$ cat config.mk
export PLATFORM = sky130hd
export DESIGN_NAME = cc_unit
export DESIGN_NICKNAME = d
export VERILOG_FILES = /design/src/verilog/cc_value_array.v /design/src/verilog/cc_unit.v
export VERILOG_INCLUDE_DIRS = /design/src /design/src/verilog
export SDC_FILE = /design/constraint.sdc
export NUM_CORES = 2
export LEC_CHECK = 0
export CAP_MARGIN = 20
export CORE_ASPECT_RATIO = 0.75
export CORE_MARGIN = 2
export CORE_UTILIZATION = 53
export DETAILED_ROUTE_END_ITERATION = 8
export DONT_BUFFER_PORTS = 1
export HOLD_SLACK_MARGIN = 0.02
export PLACE_DENSITY = 0.65
export SKIP_LAST_GASP = 1
export SLEW_MARGIN = 20
export SYNTH_ARGS = -nofsm -noshare
export SYNTH_HDL_FRONTEND = slang
export SYNTH_SLANG_ARGS = --single-unit
$ cat constraint.sdc
create_clock -name clock -period 2.8 [get_ports clock]
set_input_delay 0.28 -clock clock [delete_from_list [all_inputs] [get_ports clock]]
set_output_delay 0.28 -clock clock [all_outputs]
set_load 0.02 [all_outputs]
$ cat src/verilog/cc_unit_map.vh
// Register offsets, field positions and codes of the capture/compare unit
`ifndef CC_UNIT_MAP_VH
`define CC_UNIT_MAP_VH

// Word addresses of the scalar registers
`define CC_ADDR_CTRL       6'h00
`define CC_ADDR_CLKSEL     6'h01
`define CC_ADDR_T0_COUNT   6'h02
`define CC_ADDR_T0_RELOAD  6'h03
`define CC_ADDR_T1_COUNT   6'h04
`define CC_ADDR_T1_RELOAD  6'h05
`define CC_ADDR_STATUS     6'h06
`define CC_ADDR_MASK       6'h07
`define CC_ADDR_PINS       6'h08
// Address bits 5:4 pick a bank; bits 3:0 pick the channel
`define CC_BANK_SCALAR     2'h0
`define CC_BANK_MODE       2'h1
`define CC_BANK_VALUE      2'h2

// Control register fields
`define CC_CTRL_RUN0       0
`define CC_CTRL_RUN1       1
`define CC_CTRL_STAGGER    2
// Clock select: timer n uses bits 4n+2..4n
`define CC_CLKSEL_W        3
`define CC_CLKSEL_DIV8     3'h3
`define CC_CLKSEL_AUX      3'h4
`define CC_CLKSEL_EXT      3'h5
`define CC_STAGGER_LAST    3'h7

// Channel mode register fields
`define CC_MODE_W          6
`define CC_MODE_FN_LSB     0
`define CC_MODE_TSEL       3
`define CC_MODE_PAIRED     4
`define CC_MODE_ONESHOT    5
// Function codes
`define CC_FN_OFF          3'h0
`define CC_FN_CAP_RISE     3'h1
`define CC_FN_CAP_FALL     3'h2
`define CC_FN_CAP_BOTH     3'h3
`define CC_FN_CMP0         3'h4
`define CC_FN_CMP1         3'h5
`define CC_FN_CMP2         3'h6
`define CC_FN_CMP3         3'h7

// Reset value and timer top count
`define CC_RST_WORD        16'h0000
`define CC_TIMER_TOP       16'hffff

`endif

$ cat src/verilog/cc_value_array.v
// Storage of the sixteen capture/compare values
`timescale 1ns/1ps
module cc_value_array #(
   parameter WIDTH = 16,
   parameter DEPTH = 16
) (
   // Clock and reset
   input  wire                   clock,
   input  wire                   rst_n,
   // Software write port
   input  wire [DEPTH-1:0]       bus_we,
   input  wire [WIDTH-1:0]       bus_wdata,
   // Capture write port, one word per entry
   input  wire [DEPTH-1:0]       cap_we,
   input  wire [WIDTH*DEPTH-1:0] cap_data,
   // All stored words, each straight from its register
   output wire [WIDTH*DEPTH-1:0] values
);

   genvar i;
   generate
      for (i = 0; i < DEPTH; i = i + 1) begin : g_entry
         reg [WIDTH-1:0] word_q;
         // A capture beats a software write so no timer event is lost
         always @(posedge clock or negedge rst_n) begin
            if (!rst_n) begin
               word_q <= {WIDTH{1'b0}};
            end else if (cap_we[i]) begin
               word_q <= cap_data[i*WIDTH +: WIDTH];
            end else if (bus_we[i]) begin
               word_q <= bus_wdata;
            end
         end
         assign values[i*WIDTH +: WIDTH] = word_q;
      end
   endgenerate

endmodule

$ cat src/verilog/cc_unit.v
// Sixteen channel capture/compare unit with two reloadable time bases
`timescale 1ns/1ps
`include "cc_unit_map.vh"

// Function
// - Sixteen channels, one cycle or eight staggered
// - Two 16-bit timers, each with reload
// - Timer clock: prescaler, auxiliary overflow, external input
// - Each channel picks timer and capture/compare
// - One pin per channel, input or output
// - Capture latches timer, raises channel request
// - Capture edge: rising, falling or both
// - Compare channels match continuously, then act
// - Mode 0: interrupt only, many per period
// - Mode 1: pin toggles on every match
// - Mode 2: interrupt only, once per period
// - Mode 3: set on match, clear on overflow
// - Paired registers share a pin, toggle it
// - One-shot option with any compare mode
module cc_unit #(
   parameter CHANNELS = 16,
   parameter TW       = 16,
   parameter AW       = 6
) (
   // Clock and reset
   input  wire                clock,
   input  wire                rst_n,
   // Register port
   input  wire [AW-1:0]       addr,
   input  wire [TW-1:0]       wr_data,
   input  wire                wr_en,
   input  wire                rd_en,
   output reg  [TW-1:0]       rd_data_q,
   // Count sources from outside
   input  wire                aux_timer_ovf,
   input  wire [1:0]          ext_count_in,
   // Channel pins
   input  wire [CHANNELS-1:0] cc_pin_in,
   output wire [CHANNELS-1:0] cc_pin_out,
   output wire [CHANNELS-1:0] cc_pin_oe,
   // Interrupt
   output reg                 irq_q
);

   ////////////////////////////////////////////////////////////////////////////////
   // Register decode

   wire [1:0] bank = addr[5:4];
   wire [3:0] chan = addr[3:0];
   wire       wr_scalar = wr_en && (bank == `CC_BANK_SCALAR);
   wire       rd_status = rd_en && (addr == `CC_ADDR_STATUS);

   // Mode register width, needed by the flattened mode bus below
   localparam CC_MW = `CC_MODE_W;

   reg  [2:0]             ctrl_q;
   reg  [7:0]             clksel_q;
   reg  [TW-1:0]          mask_q;
   reg  [2:0]             stag_cnt_q;
   reg  [1:0]             ext_prev_q;
   reg  [CHANNELS-1:0]    pin_in_q;
   reg  [CHANNELS-1:0]    pin_prev_q;

   wire [2*TW-1:0]        cnt_flat;
   wire [2*TW-1:0]        reload_flat;
   wire [1:0]             tick_q_w;
   wire [1:0]             ovf_q_w;
   wire [CHANNELS-1:0]    cmp_evt;
   wire [CHANNELS-1:0]    paired;
   wire [CHANNELS-1:0]    status;
   wire [CHANNELS-1:0]    status_d;
   wire [CHANNELS-1:0]    cap_we;
   wire [TW*CHANNELS-1:0] cap_data;
   wire [TW*CHANNELS-1:0] values;
   wire [CHANNELS-1:0]    val_we;
   wire [CC_MW*CHANNELS-1:0] mode_flat;

   // Scalar control registers
   always @(posedge clock or negedge rst_n) begin
      if (!rst_n) begin
         ctrl_q   <= 3'h0;
         clksel_q <= 8'h00;
         mask_q   <= `CC_RST_WORD;
      end else if (wr_scalar) begin
         if (addr == `CC_ADDR_CTRL) begin
            ctrl_q <= wr_data[2:0];
         end
         if (addr == `CC_ADDR_CLKSEL) begin
            clksel_q <= wr_data[7:0];
         end
         if (addr == `CC_ADDR_MASK) begin
            mask_q <= wr_data;
         end
      end
   end

   ////////////////////////////////////////////////////////////////////////////////
   // Resolution base and input sampling

   // Staggered operation gives the prescaler one step per eight cycles
   wire base_tick = !ctrl_q[`CC_CTRL_STAGGER] || (stag_cnt_q == `CC_STAGGER_LAST);

   always @(posedge clock or negedge rst_n) begin
      if (!rst_n) begin
         stag_cnt_q <= 3'h0;
         ext_prev_q <= 2'h0;
         pin_in_q   <= {CHANNELS{1'b0}};
         pin_prev_q <= {CHANNELS{1'b0}};
      end else begin
         stag_cnt_q <= stag_cnt_q + 3'h1;
         ext_prev_q <= ext_count_in;
         pin_in_q   <= cc_pin_in;
         pin_prev_q <= pin_in_q;
      end
   end

   ////////////////////////////////////////////////////////////////////////////////
   // Two time bases

   genvar t;
   generate
      for (t = 0; t < 2; t = t + 1) begin : g_timer
         reg  [TW-1:0] cnt_q;
         reg  [TW-1:0] reload_q;
         reg  [2:0]    div_q;
         reg           tick_q;
         reg           ovf_q;
         wire [2:0]    sel = clksel_q[4*t +: 3];
         wire          run = ctrl_q[t];
         wire [2:0]    div_top = (3'h1 << sel[1:0]) - 3'h1;
         wire          wr_cnt = wr_scalar && (addr == `CC_ADDR_T0_COUNT + 2 * t);
         wire          wr_rel = wr_scalar && (addr == `CC_ADDR_T0_RELOAD + 2 * t);
         reg           src;

         // Count source selection
         always @* begin
            case (sel)
               3'h0, 3'h1, 3'h2, `CC_CLKSEL_DIV8: src = base_tick && (div_q == div_top);
               `CC_CLKSEL_AUX: src = aux_timer_ovf;
               `CC_CLKSEL_EXT: src = ext_count_in[t] && !ext_prev_q[t];
               default: src = 1'b0;
            endcase
         end

         // A stopped timer ignores its source, but the prescaler keeps turning
         wire tick = run && src;

         // Counter, prescaler and reload; a software write to the count wins
         always @(posedge clock or negedge rst_n) begin
            if (!rst_n) begin
               cnt_q    <= `CC_RST_WORD;
               reload_q <= `CC_RST_WORD;
               div_q    <= 3'h0;
               tick_q   <= 1'b0;
               ovf_q    <= 1'b0;
            end else begin
               if (wr_rel) begin
                  reload_q <= wr_data;
               end
               if (base_tick) begin
                  div_q <= (div_q >= div_top) ? 3'h0 : div_q + 3'h1;
               end
               // Tick and overflow are registered so compares see the stepped count;
               // a count write cancels both, so software never fakes an event
               tick_q <= tick && !wr_cnt;
               ovf_q  <= tick && !wr_cnt && (cnt_q == `CC_TIMER_TOP);
               if (wr_cnt) begin
                  cnt_q <= wr_data;
               end else if (tick) begin
                  if (cnt_q == `CC_TIMER_TOP) begin
                     cnt_q <= reload_q;
                  end else begin
                     cnt_q <= cnt_q + 16'h0001;
                  end
               end
            end
         end

         assign cnt_flat[t*TW +: TW]    = cnt_q;
         assign reload_flat[t*TW +: TW] = reload_q;
         assign tick_q_w[t]             = tick_q;
         assign ovf_q_w[t]              = ovf_q;
      end
   endgenerate

   ////////////////////////////////////////////////////////////////////////////////
   // Channels

   genvar c;
   generate
      for (c = 0; c < CHANNELS; c = c + 1) begin : g_chan
         reg  [CC_MW-1:0] mode_q;
         reg              armed_q;
         reg              done_q;
         reg              pin_q;
         reg              oe_q;
         reg              flag_q;
         wire [2:0]       fn   = mode_q[2:0];
         wire             tsel = mode_q[`CC_MODE_TSEL];
         wire [TW-1:0]    tval = cnt_flat[tsel*TW +: TW];
         wire             is_cmp = fn[2];
         wire             rise = pin_in_q[c] && !pin_prev_q[c];
         wire             fall = !pin_in_q[c] && pin_prev_q[c];
         wire             wr_mode = wr_en && (bank == `CC_BANK_MODE) && (chan == c);
         wire             once = (fn == `CC_FN_CMP2) || (fn == `CC_FN_CMP3);
         // The upper channel of a pair gives its pin over to the lower one
         wire             given = (c >= CHANNELS / 2) && paired[c % (CHANNELS / 2)];
         wire             partner = (c < CHANNELS / 2) && paired[c]
                                    && cmp_evt[(c + CHANNELS / 2) % CHANNELS];
         wire             drive = !given && is_cmp
                                  && ((fn == `CC_FN_CMP1) || (fn == `CC_FN_CMP3) || paired[c]);

         // Capture edge choice
         wire cap_evt = ((fn == `CC_FN_CAP_RISE) && rise)
                     || ((fn == `CC_FN_CAP_FALL) && fall)
                     || ((fn == `CC_FN_CAP_BOTH) && (rise || fall));

         // A match counts only on the cycle after the timer steps, so a stopped
         // timer that rests on the compare value does not repeat the event
         wire match = is_cmp && tick_q_w[tsel] && (tval == values[c*TW +: TW]);
         assign cmp_evt[c] = match && !done_q && (!once || armed_q);

         // Mode, period arming and one-shot state
         always @(posedge clock or negedge rst_n) begin
            if (!rst_n) begin
               mode_q  <= 6'h00;
               armed_q <= 1'b1;
               done_q  <= 1'b0;
            end else if (wr_mode) begin
               mode_q  <= wr_data[CC_MW-1:0];
               armed_q <= 1'b1;
               done_q  <= 1'b0;
            end else begin
               if (ovf_q_w[tsel]) begin
                  armed_q <= 1'b1;
               end else if (cmp_evt[c]) begin
                  armed_q <= 1'b0;
               end
               if (cmp_evt[c] && mode_q[`CC_MODE_ONESHOT]) begin
                  done_q <= 1'b1;
               end
            end
         end

         // Pin action; in mode 0 and mode 2 the pin is left alone unless the channel is paired
         always @(posedge clock or negedge rst_n) begin
            if (!rst_n) begin
               pin_q <= 1'b0;
               oe_q  <= 1'b0;
            end else begin
               oe_q <= drive;
               if (!given && (((fn == `CC_FN_CMP1) || paired[c]) && cmp_evt[c] || partner)) begin
                  pin_q <= !pin_q;
               end else if (!given && (fn == `CC_FN_CMP3) && cmp_evt[c]) begin
                  pin_q <= 1'b1;
               end else if (!given && (fn == `CC_FN_CMP3) && ovf_q_w[tsel]) begin
                  pin_q <= 1'b0;
               end
            end
         end

         // Sticky request; a new event in the clearing read cycle survives
         assign status_d[c] = cap_evt || cmp_evt[c] || (flag_q && !rd_status);
         always @(posedge clock or negedge rst_n) begin
            if (!rst_n) begin
               flag_q <= 1'b0;
            end else begin
               flag_q <= status_d[c];
            end
         end

         assign paired[c]                  = is_cmp && mode_q[`CC_MODE_PAIRED] && (c < CHANNELS / 2);
         assign status[c]                  = flag_q;
         assign cap_we[c]                  = cap_evt;
         assign cap_data[c*TW +: TW]       = tval;
         assign val_we[c]                  = wr_en && (bank == `CC_BANK_VALUE) && (chan == c);
         assign mode_flat[c*CC_MW +: CC_MW] = mode_q;
         assign cc_pin_out[c]              = pin_q;
         assign cc_pin_oe[c]               = oe_q;
      end
   endgenerate

   ////////////////////////////////////////////////////////////////////////////////
   // Value storage

   cc_value_array #(
      .WIDTH (TW),
      .DEPTH (CHANNELS)
   ) u_values (
      .clock     (clock),
      .rst_n     (rst_n),
      .bus_we    (val_we),
      .bus_wdata (wr_data),
      .cap_we    (cap_we),
      .cap_data  (cap_data),
      .values    (values)
   );

   ////////////////////////////////////////////////////////////////////////////////
   // Read data and interrupt

   reg [TW-1:0] rd_mux;

   // Reads of unmapped words return zero
   always @* begin
      rd_mux = `CC_RST_WORD;
      case (bank)
         `CC_BANK_SCALAR: begin
            case (addr)
               `CC_ADDR_CTRL:      rd_mux = {13'h0000, ctrl_q};
               `CC_ADDR_CLKSEL:    rd_mux = {8'h00, clksel_q};
               `CC_ADDR_T0_COUNT:  rd_mux = cnt_flat[TW-1:0];
               `CC_ADDR_T0_RELOAD: rd_mux = reload_flat[TW-1:0];
               `CC_ADDR_T1_COUNT:  rd_mux = cnt_flat[2*TW-1:TW];
               `CC_ADDR_T1_RELOAD: rd_mux = reload_flat[2*TW-1:TW];
               `CC_ADDR_STATUS:    rd_mux = status;
               `CC_ADDR_MASK:      rd_mux = mask_q;
               `CC_ADDR_PINS:      rd_mux = pin_in_q;
               default:            rd_mux = `CC_RST_WORD;
            endcase
         end
         `CC_BANK_MODE:  rd_mux = {10'h000, mode_flat[chan*CC_MW +: CC_MW]};
         `CC_BANK_VALUE: rd_mux = values[chan*TW +: TW];
         default:        rd_mux = `CC_RST_WORD;
      endcase
   end

   // Read data stand only in the cycle after the strobe
   always @(posedge clock or negedge rst_n) begin
      if (!rst_n) begin
         rd_data_q <= `CC_RST_WORD;
         irq_q     <= 1'b0;
      end else begin
         rd_data_q <= rd_en ? rd_mux : `CC_RST_WORD;
         // The mask comes from its register, so a mask write shows one cycle later
         irq_q     <= |(status_d & mask_q);
      end
   end

endmodule

# After elaboration in Yosys (flattened, before gate mapping)
# Cells that the tools add are included.
# Widths: inputs -> output; s select.
[totals] register_bits=587 in_bits=45
[op_classes] n_addsub=7 mul=1 n_lt_le_gt_ge=18 n_eq_ne=152 shifts=20 n_mux=237 bitwise=1 reduce_logical=654
[op_table] op="$mux 16" n=39
[op_table] op="$shiftx 32x6->16" n=16
[op_table] op="$logic_and 1x1->1" n=330
[op_table] op="$eq 16x16->1" n=16
[op_table] op="$shiftx 256x9->16" n=1
[op_table] op="$mux 1" n=192
[op_table] op="$eq 3x3->1 const B" n=53
[op_table] op="$logic_or 1x1->1" n=153
[op_table] op="$pmux 16 s9" n=1
[op_table] op="$eq 3x2->1 const B" n=36
[op_table] op="$reduce_bool 3->1" n=32
[op_table] op="$shiftx 96x8->6" n=1
[op_table] op="$logic_not 1->1" n=94
[op_table] op="$reduce_bool 2->1" n=34
[op_table] op="$eq 3x1->1 const B" n=18
[op_table] op="$pmux 16 s3" n=1
[op_table] op="$add 16x1->16 const B" n=2
[op_table] op="$eq 16x16->1 const B" n=2
[op_table] op="$eq 4x4->1 const B" n=8
[op_table] op="$lt 1x2->1 const B" n=16
[op_table] op="$eq 6x3->1 const B" n=4
[op_table] op="$and 16x16->16" n=1
[op_table] op="$eq 4x3->1 const B" n=4
[op_table] op="$reduce_or 16->1" n=1
[op_table] op="other kinds (21)" n=35

# Logic depth before layout (Yosys ltp)
[depth] ltp_word=10 ltp_mapped=11

# By module
# From an unflattened synthesis, not the netlist that was laid out.
[hier_totals] cells_unflattened=3600 hier_area_um2=37292.0
[by_module_without_submodules] mod="cc_unit" instances=1 cells_each=2480 area_per_inst_um2=25259.2 seq_area_each_um2=8303.0
[by_module_without_submodules] mod="cc_value_array" instances=1 cells_each=1120 area_per_inst_um2=12032.8 seq_area_each_um2=6406.1

# Worst setup path before layout
# OpenSTA, ideal clock, no wires.
[synth_path] path_type="reg2reg" start="register g_chan[9].mode_q[3]" end="register g_chan[1].pin_q" setup_ns=0.079 arrival_time_ns=2.364 path_slack_ns=0.357 stages_incl_launch_ff=9 n_path_buf=1 path_cell_list="dfrtp_1 -> clkbuf_1 -> mux2i_1 -> xnor2_1 -> or4_1 -> nor4_1 -> nand2_1 -> a21boi_1 -> mux2i_1"
[synth_via] elab_chain_len=9 word_cells_on_any_way=12 cone_classes="eq/ne: 1; shift: 1; mux: 3; reduce/logical: 7"
[synth_lines] item="start, declared" line="cc_unit.v:192" rtl="reg [CC_MW-1:0] mode_q;"
[synth_lines] item="start signal, assigned" line="cc_unit.v:230" rtl="mode_q <= wr_data[CC_MW-1:0];"
[synth_lines] item="parallel branches: the longest is 3 deep, another holds $shiftx 32x6->16"
[synth_lines] item="$logic_and 1x1->1 (*)" line="cc_unit.v:220" rtl="wire match = is_cmp && tick_q_w[tsel] && (tval == values[c*TW +: TW]);"
[synth_lines] item="$logic_and 1x1->1 (*) (2 in a row)" line="cc_unit.v:221" rtl="assign cmp_evt[c] = match && !done_q && (!once || armed_q);"
[synth_lines] item="$logic_and 1x1->1 (*)" line="cc_unit.v:209" rtl="&& cmp_evt[(c + CHANNELS / 2) % CHANNELS];"
[synth_lines] item="$logic_or 1x1->1 (*)" line="cc_unit.v:252" rtl="if (!given && (((fn == `CC_FN_CMP1) || paired[c]) && cmp_evt[c] || partner)) begin"
[synth_lines] item="$reduce_bool 3->1 (no source line) / $mux 1 (equally long branches)"
[synth_lines] item="end signal, assigned" line="cc_unit.v:253" rtl="pin_q <= !pin_q;"
[synth_lines] item="end, declared" line="cc_unit.v:195" rtl="reg pin_q;"
# Every way passes the cells marked *. The select of a mux whose other input is x is not followed.
# A chain may end at the register's enable or synchronous reset.

# Worst setup path in the final report
[layout_path] start="register g_timer[1].cnt_q[10]" end="register irq_q"
[layout_via] elab_chain_len=9 word_cells_on_any_way=114 cone_classes="eq/ne: 16; shift: 16; bitwise: 1; reduce/logical: 81"
[layout_lines] item="start, declared" line="cc_unit.v:123" rtl="reg [TW-1:0] cnt_q;"
[layout_lines] item="start signal, assigned" line="cc_unit.v:151" rtl="cnt_q <= `CC_RST_WORD;"
[layout_lines] item="start signal, assigned" line="cc_unit.v:168" rtl="cnt_q <= wr_data;"
[layout_lines] item="start signal, assigned" line="cc_unit.v:171" rtl="cnt_q <= reload_q;"
[layout_lines] item="$shiftx 32x6->16" line="cc_unit.v:200" rtl="wire [TW-1:0] tval = cnt_flat[tsel*TW +: TW];"
[layout_lines] item="$eq 16x16->1" line="cc_unit.v:220"
[layout_lines] item="$logic_and 1x1->1" line="cc_unit.v:220"
[layout_lines] item="$logic_and 1x1->1 (2 in a row)" line="cc_unit.v:221"
[layout_lines] item="$logic_or 1x1->1 (2 in a row)" line="cc_unit.v:263" rtl="assign status_d[c] = cap_evt || cmp_evt[c] || (flag_q && !rd_status);"
[layout_lines] item="named net status_d[3]" line="cc_unit.v:71" rtl="wire [CHANNELS-1:0] status_d;"
[layout_lines] item="$and 16x16->16" line="cc_unit.v:336" rtl="irq_q <= |(status_d & mask_q);"
[layout_lines] item="$reduce_or 16->1" line="cc_unit.v:336"
[layout_lines] item="end signal, assigned" line="cc_unit.v:336"
[layout_lines] item="end, declared" line="cc_unit.v:42" rtl="output reg irq_q"
# The timed path passes the listed nets, and every way through them passes these cells.

==> flow_summary.json <==
{
  "status": "finished, violations left",
  "violations": "negative hold slack, max-slew violations",
  "setup_violations": 0,
  "stdcell_count": 4626,
  "syn_to_final_growth_pct": 16.66,
  "fin_crit_sh_pct": 99.98,
  "cts_tree": "done",
  "clkSlewWorstSetupHoldPaths_ps": 70,
  "worstHoldPathType": "in2async",
  "core_region_area_mm2": 0.06854,
  "vias": 32030,
  "synthCells": 3583,
  "cap_viol_max_count": 0,
  "switching_power_uw": 16720,
  "dr.pass1.iters": 6,
  "m1WireLength_mm": 64.96,
  "critPathMaxFanout": 8,
  "drcViolationCount": 0,
  "critPathArrivalTime_ps": 3300,
  "met2_length_mm": 61.87,
  "ant_nets": 0,
  "swShare_pct": 40.71,
  "die_height_um": 232.0,
  "grt-ovfl-total": 0,
  "chipWidth_um": 308.1,
  "ios": 94,
  "netlist_area_mm2": 0.03675,
  "yosys.area_share.simple_pct": 11.79,
  "cts_sinks": 587,
  "final_cell_mix": "563 x dfrtp_1, 302 x a21oi_1, 257 x mux2i_1, 257 x buf_4, 254 x mux2_2",
  "avgViaCountPerCell": 6.924,
  "critPathLaunchType": "register",
  "hold_violations": 578,
  "start_util_pct": 53.62,
  "rsz0062_at_grt": "yes",
  "leakage_uw": 0.01717,
  "h-tree-depth": 3,
  "crit_type": "reg2reg",
  "initialDrtViolationCount": 4613,
  "syn_avg_cell_area_um2": 10.26,
  "wl_mm": 157.5,
  "ir_worst_vdd_uv": 605.5,
  "max_slew.worst_pin.slew_ps": 1832,
  "wl_met3_mm": 23.05,
  "power_uw": 41070,
  "ctsHoldBuffers": 54,
  "period_minus_slack_ps": 2800,
  "syn_nets": 3672,
  "regToRegSetupSlack_ps": 0.4,
  "wl_per_cell_um": 34.04,
  "first_global_vias": 30550,
  "dp_hpwl_mm": 107.8,
  "placed_cell_area_mm2": 0.03922,
  "cp-end-kind": "register",
  "cts_buffer_depth": 3,
  "synth-compound-area-share_pct": 13.49,
  "pwr-share-seq_pct": 34.4,
  "clock_latency_ps": 650,
  "ys_warn_count": 0,
  "fmax_ghz": 0.3572,
  "fin_util_pct": 62.55,
  "async_flop_share_pct": 100.0,
  "layout-drive-gt1-share_pct": 25.03,
  "slew_headroom_pct": -22.14,
  "comb_power_share_pct": 43.4,
  "layout_commonest_cell": "dfrtp_1",
  "synth_xor_area_share_pct": 6.387,
  "slew_violations": 228,
  "synth_top_family_by_area": "multiplexers",
  "dp.cells": 4425,
  "cts_root_buf": "clkbuf_16",
  "rows": 83,
  "whs_ps": -667.3,
  "gp_congestion": 1.026,
  "grt_max_degree": 588,
  "ys.flop_type": "dfrtp_1",
  "finalNetCount": 3770,
  "finClkSkew_ps": 27.76,
  "cellPowerDensity_mw_per_mm2": 958.0,
  "dr.max_layer_used": "met5",
  "crit_required_ps": 3300,
  "fillers": 5479,
  "die_area_mm2": 0.07148,
  "synth-seq-cells": 587,
  "synth_mux_area_share_pct": 22.30,
  "port-buffer-count": 0,
  "synth_edf_count": 0,
  "yosysUniqueCellTypes": 74,
  "cts_buffers": 66,
  "clkPwrFrac_pct": 22.3,
  "grt_pass1_wl_mm": 222.7,
  "grt_use_total_pct": 43.64,
  "final_cell_area_mm2": 0.04287,
  "internal_power_uw": 24350,
  "yosysSeqAreaShare_pct": 40.03,
  "yosys.area_share.adder_pct": 1.498,
  "grt_antenna_before_repair": 11
}
[path summary, 6_finish.rpt]
| check | start | endpoint | cells past startpoint |
|---|---|---|---|
| setup / recovery | g_timer[1].cnt_q[10] | irq_q | 10 |
| max in group asynchronous | rst_n | g_timer[1].cnt_q[14] | 0 |
| min in group clock | wr_data[10] | g_timer[1].cnt_q[10] | 3 |
| hold reg to reg | stag_cnt_q[0] | stag_cnt_q[0] | 1 |
| hold / removal | rst_n | stag_cnt_q[1] | 0 |
| setup reg to reg | g_timer[1].cnt_q[10] | irq_q | 10 |
[Yosys cell counts, types with 5 or more instances]
master	n	area [um^2]
xnor2_1	227	1988
nor3_1	29	145.1
clkbuf_1	241	904.6
o21ai_0	108	540.5
mux2i_1	283	2833
mux4_2	110	2477
o211ai_1	20	150.1
and2_1	9	56.30
and3_1	24	150.1
or4_1	6	45.04
nand4b_1	5	43.79
a21oi_1	314	1572
o22ai_1	7	43.79
a221oi_1	11	96.34
ha_1	44	550.5
a22oi_1	45	337.8
a22o_1	13	113.9
a41oi_1	8	70.07
xor2_1	41	359.1
a222oi_1	5	50.05
mux2_2	254	2860
buf_2	27	135.1
nand2_1	222	833.3
nor4_1	57	356.6
and4_1	5	43.79
dfstp_2	16	420.4
or2_2	14	87.58
a21o_1	15	112.6
nand3_1	51	255.2
a31oi_1	8	50.05
nand4_1	15	93.84
inv_1	63	236.5
o21a_1	19	142.6
buf_4	33	247.7
dfrtp_1	571	14290
a211oi_1	180	1351
nand3b_1	17	127.6
nor2b_1	188	1176
nand2b_1	13	81.33
nor2_1	175	656.9
buf_1	30	112.6
a211o_1	5	43.79
[critical path, stage by stage, from the launching register on]
cell      delay (ps)
dfrtp_1          590
buf_4            310
mux2i_1          150
xnor2_1          320
nor4_1           100
nand2_1          200
nor4_1            90
buf_4            160
a211o_1          280
a22oi_1          310
nand4b_1         150
[sequential cells by signal (all words and copies together) (netlist names), 32 cells and up]
signal                   count
g_timer.reload_q            32
u_values.g_entry.word_q    256
g_timer.cnt_q               32
g_chan.mode_q               96
[power by group through the flow]
stage	combinational, uW	clock (uW)	sequential [uW]
after detailed placement	16100	0	14000
after global routing	18600	9540	14300
final	17800	9140	14100
after CTS	16600	9160	13900
after global placement	15800	0	13900
after floorplan	10900	0	12800
[layout make-up]
class                   instances  area, um^2  share of cell area [%]
multi-input cells            2600       20890                   48.73
diodes                          3       7.507                 0.01751
repair buffers                363        3692                   8.613
inverters                      63       236.5                  0.5516
flip-flops and latches        587       14720                   34.34
clock inverters                15       160.2                  0.3736
well taps                     892        1116                   2.603
clock buffers                 103        2044                   4.769
[what timing repair did]
action,4_1_cts,5_1_grt
setup buffers,0,25
endpoints found under the hold margin,1061,587
setup endpoints to repair,14,24
gates resized for setup,11,84
pin swaps,0,13
cloned,0,2
[per-layer routing]
layer | up-vias | global-route usage [%]
li1 | 13190 | -
met1 | 16150 | 61.67
met5 | - | 0
met4 | 18 | 17.42
met3 | 402 | 18.59
met2 | 2265 | 58.39
[stage by stage]
stage / TNS [ps] / setup WS (ps)
after floorplan: 0 / 356.5
after global placement: -4744 / -932.7
after detailed placement: -4648 / -938.2
after CTS: -85.47 / -85.47
after global routing: -142.9 / -85.20
final: 0 / 0.4425
[cell families (layout without fill, tap and decap cells)]
family,after synthesis,in the layout
buffers and inverters,396,544
other,0,3
adders and majority gates,44,44
AOI/OAI and AO/OA,791,791
DFF,587,587
xor gates and xnor gates,268,268
muxes,649,649
and+or+nand+nor,848,848
Power figures use the tool's default switching activity.
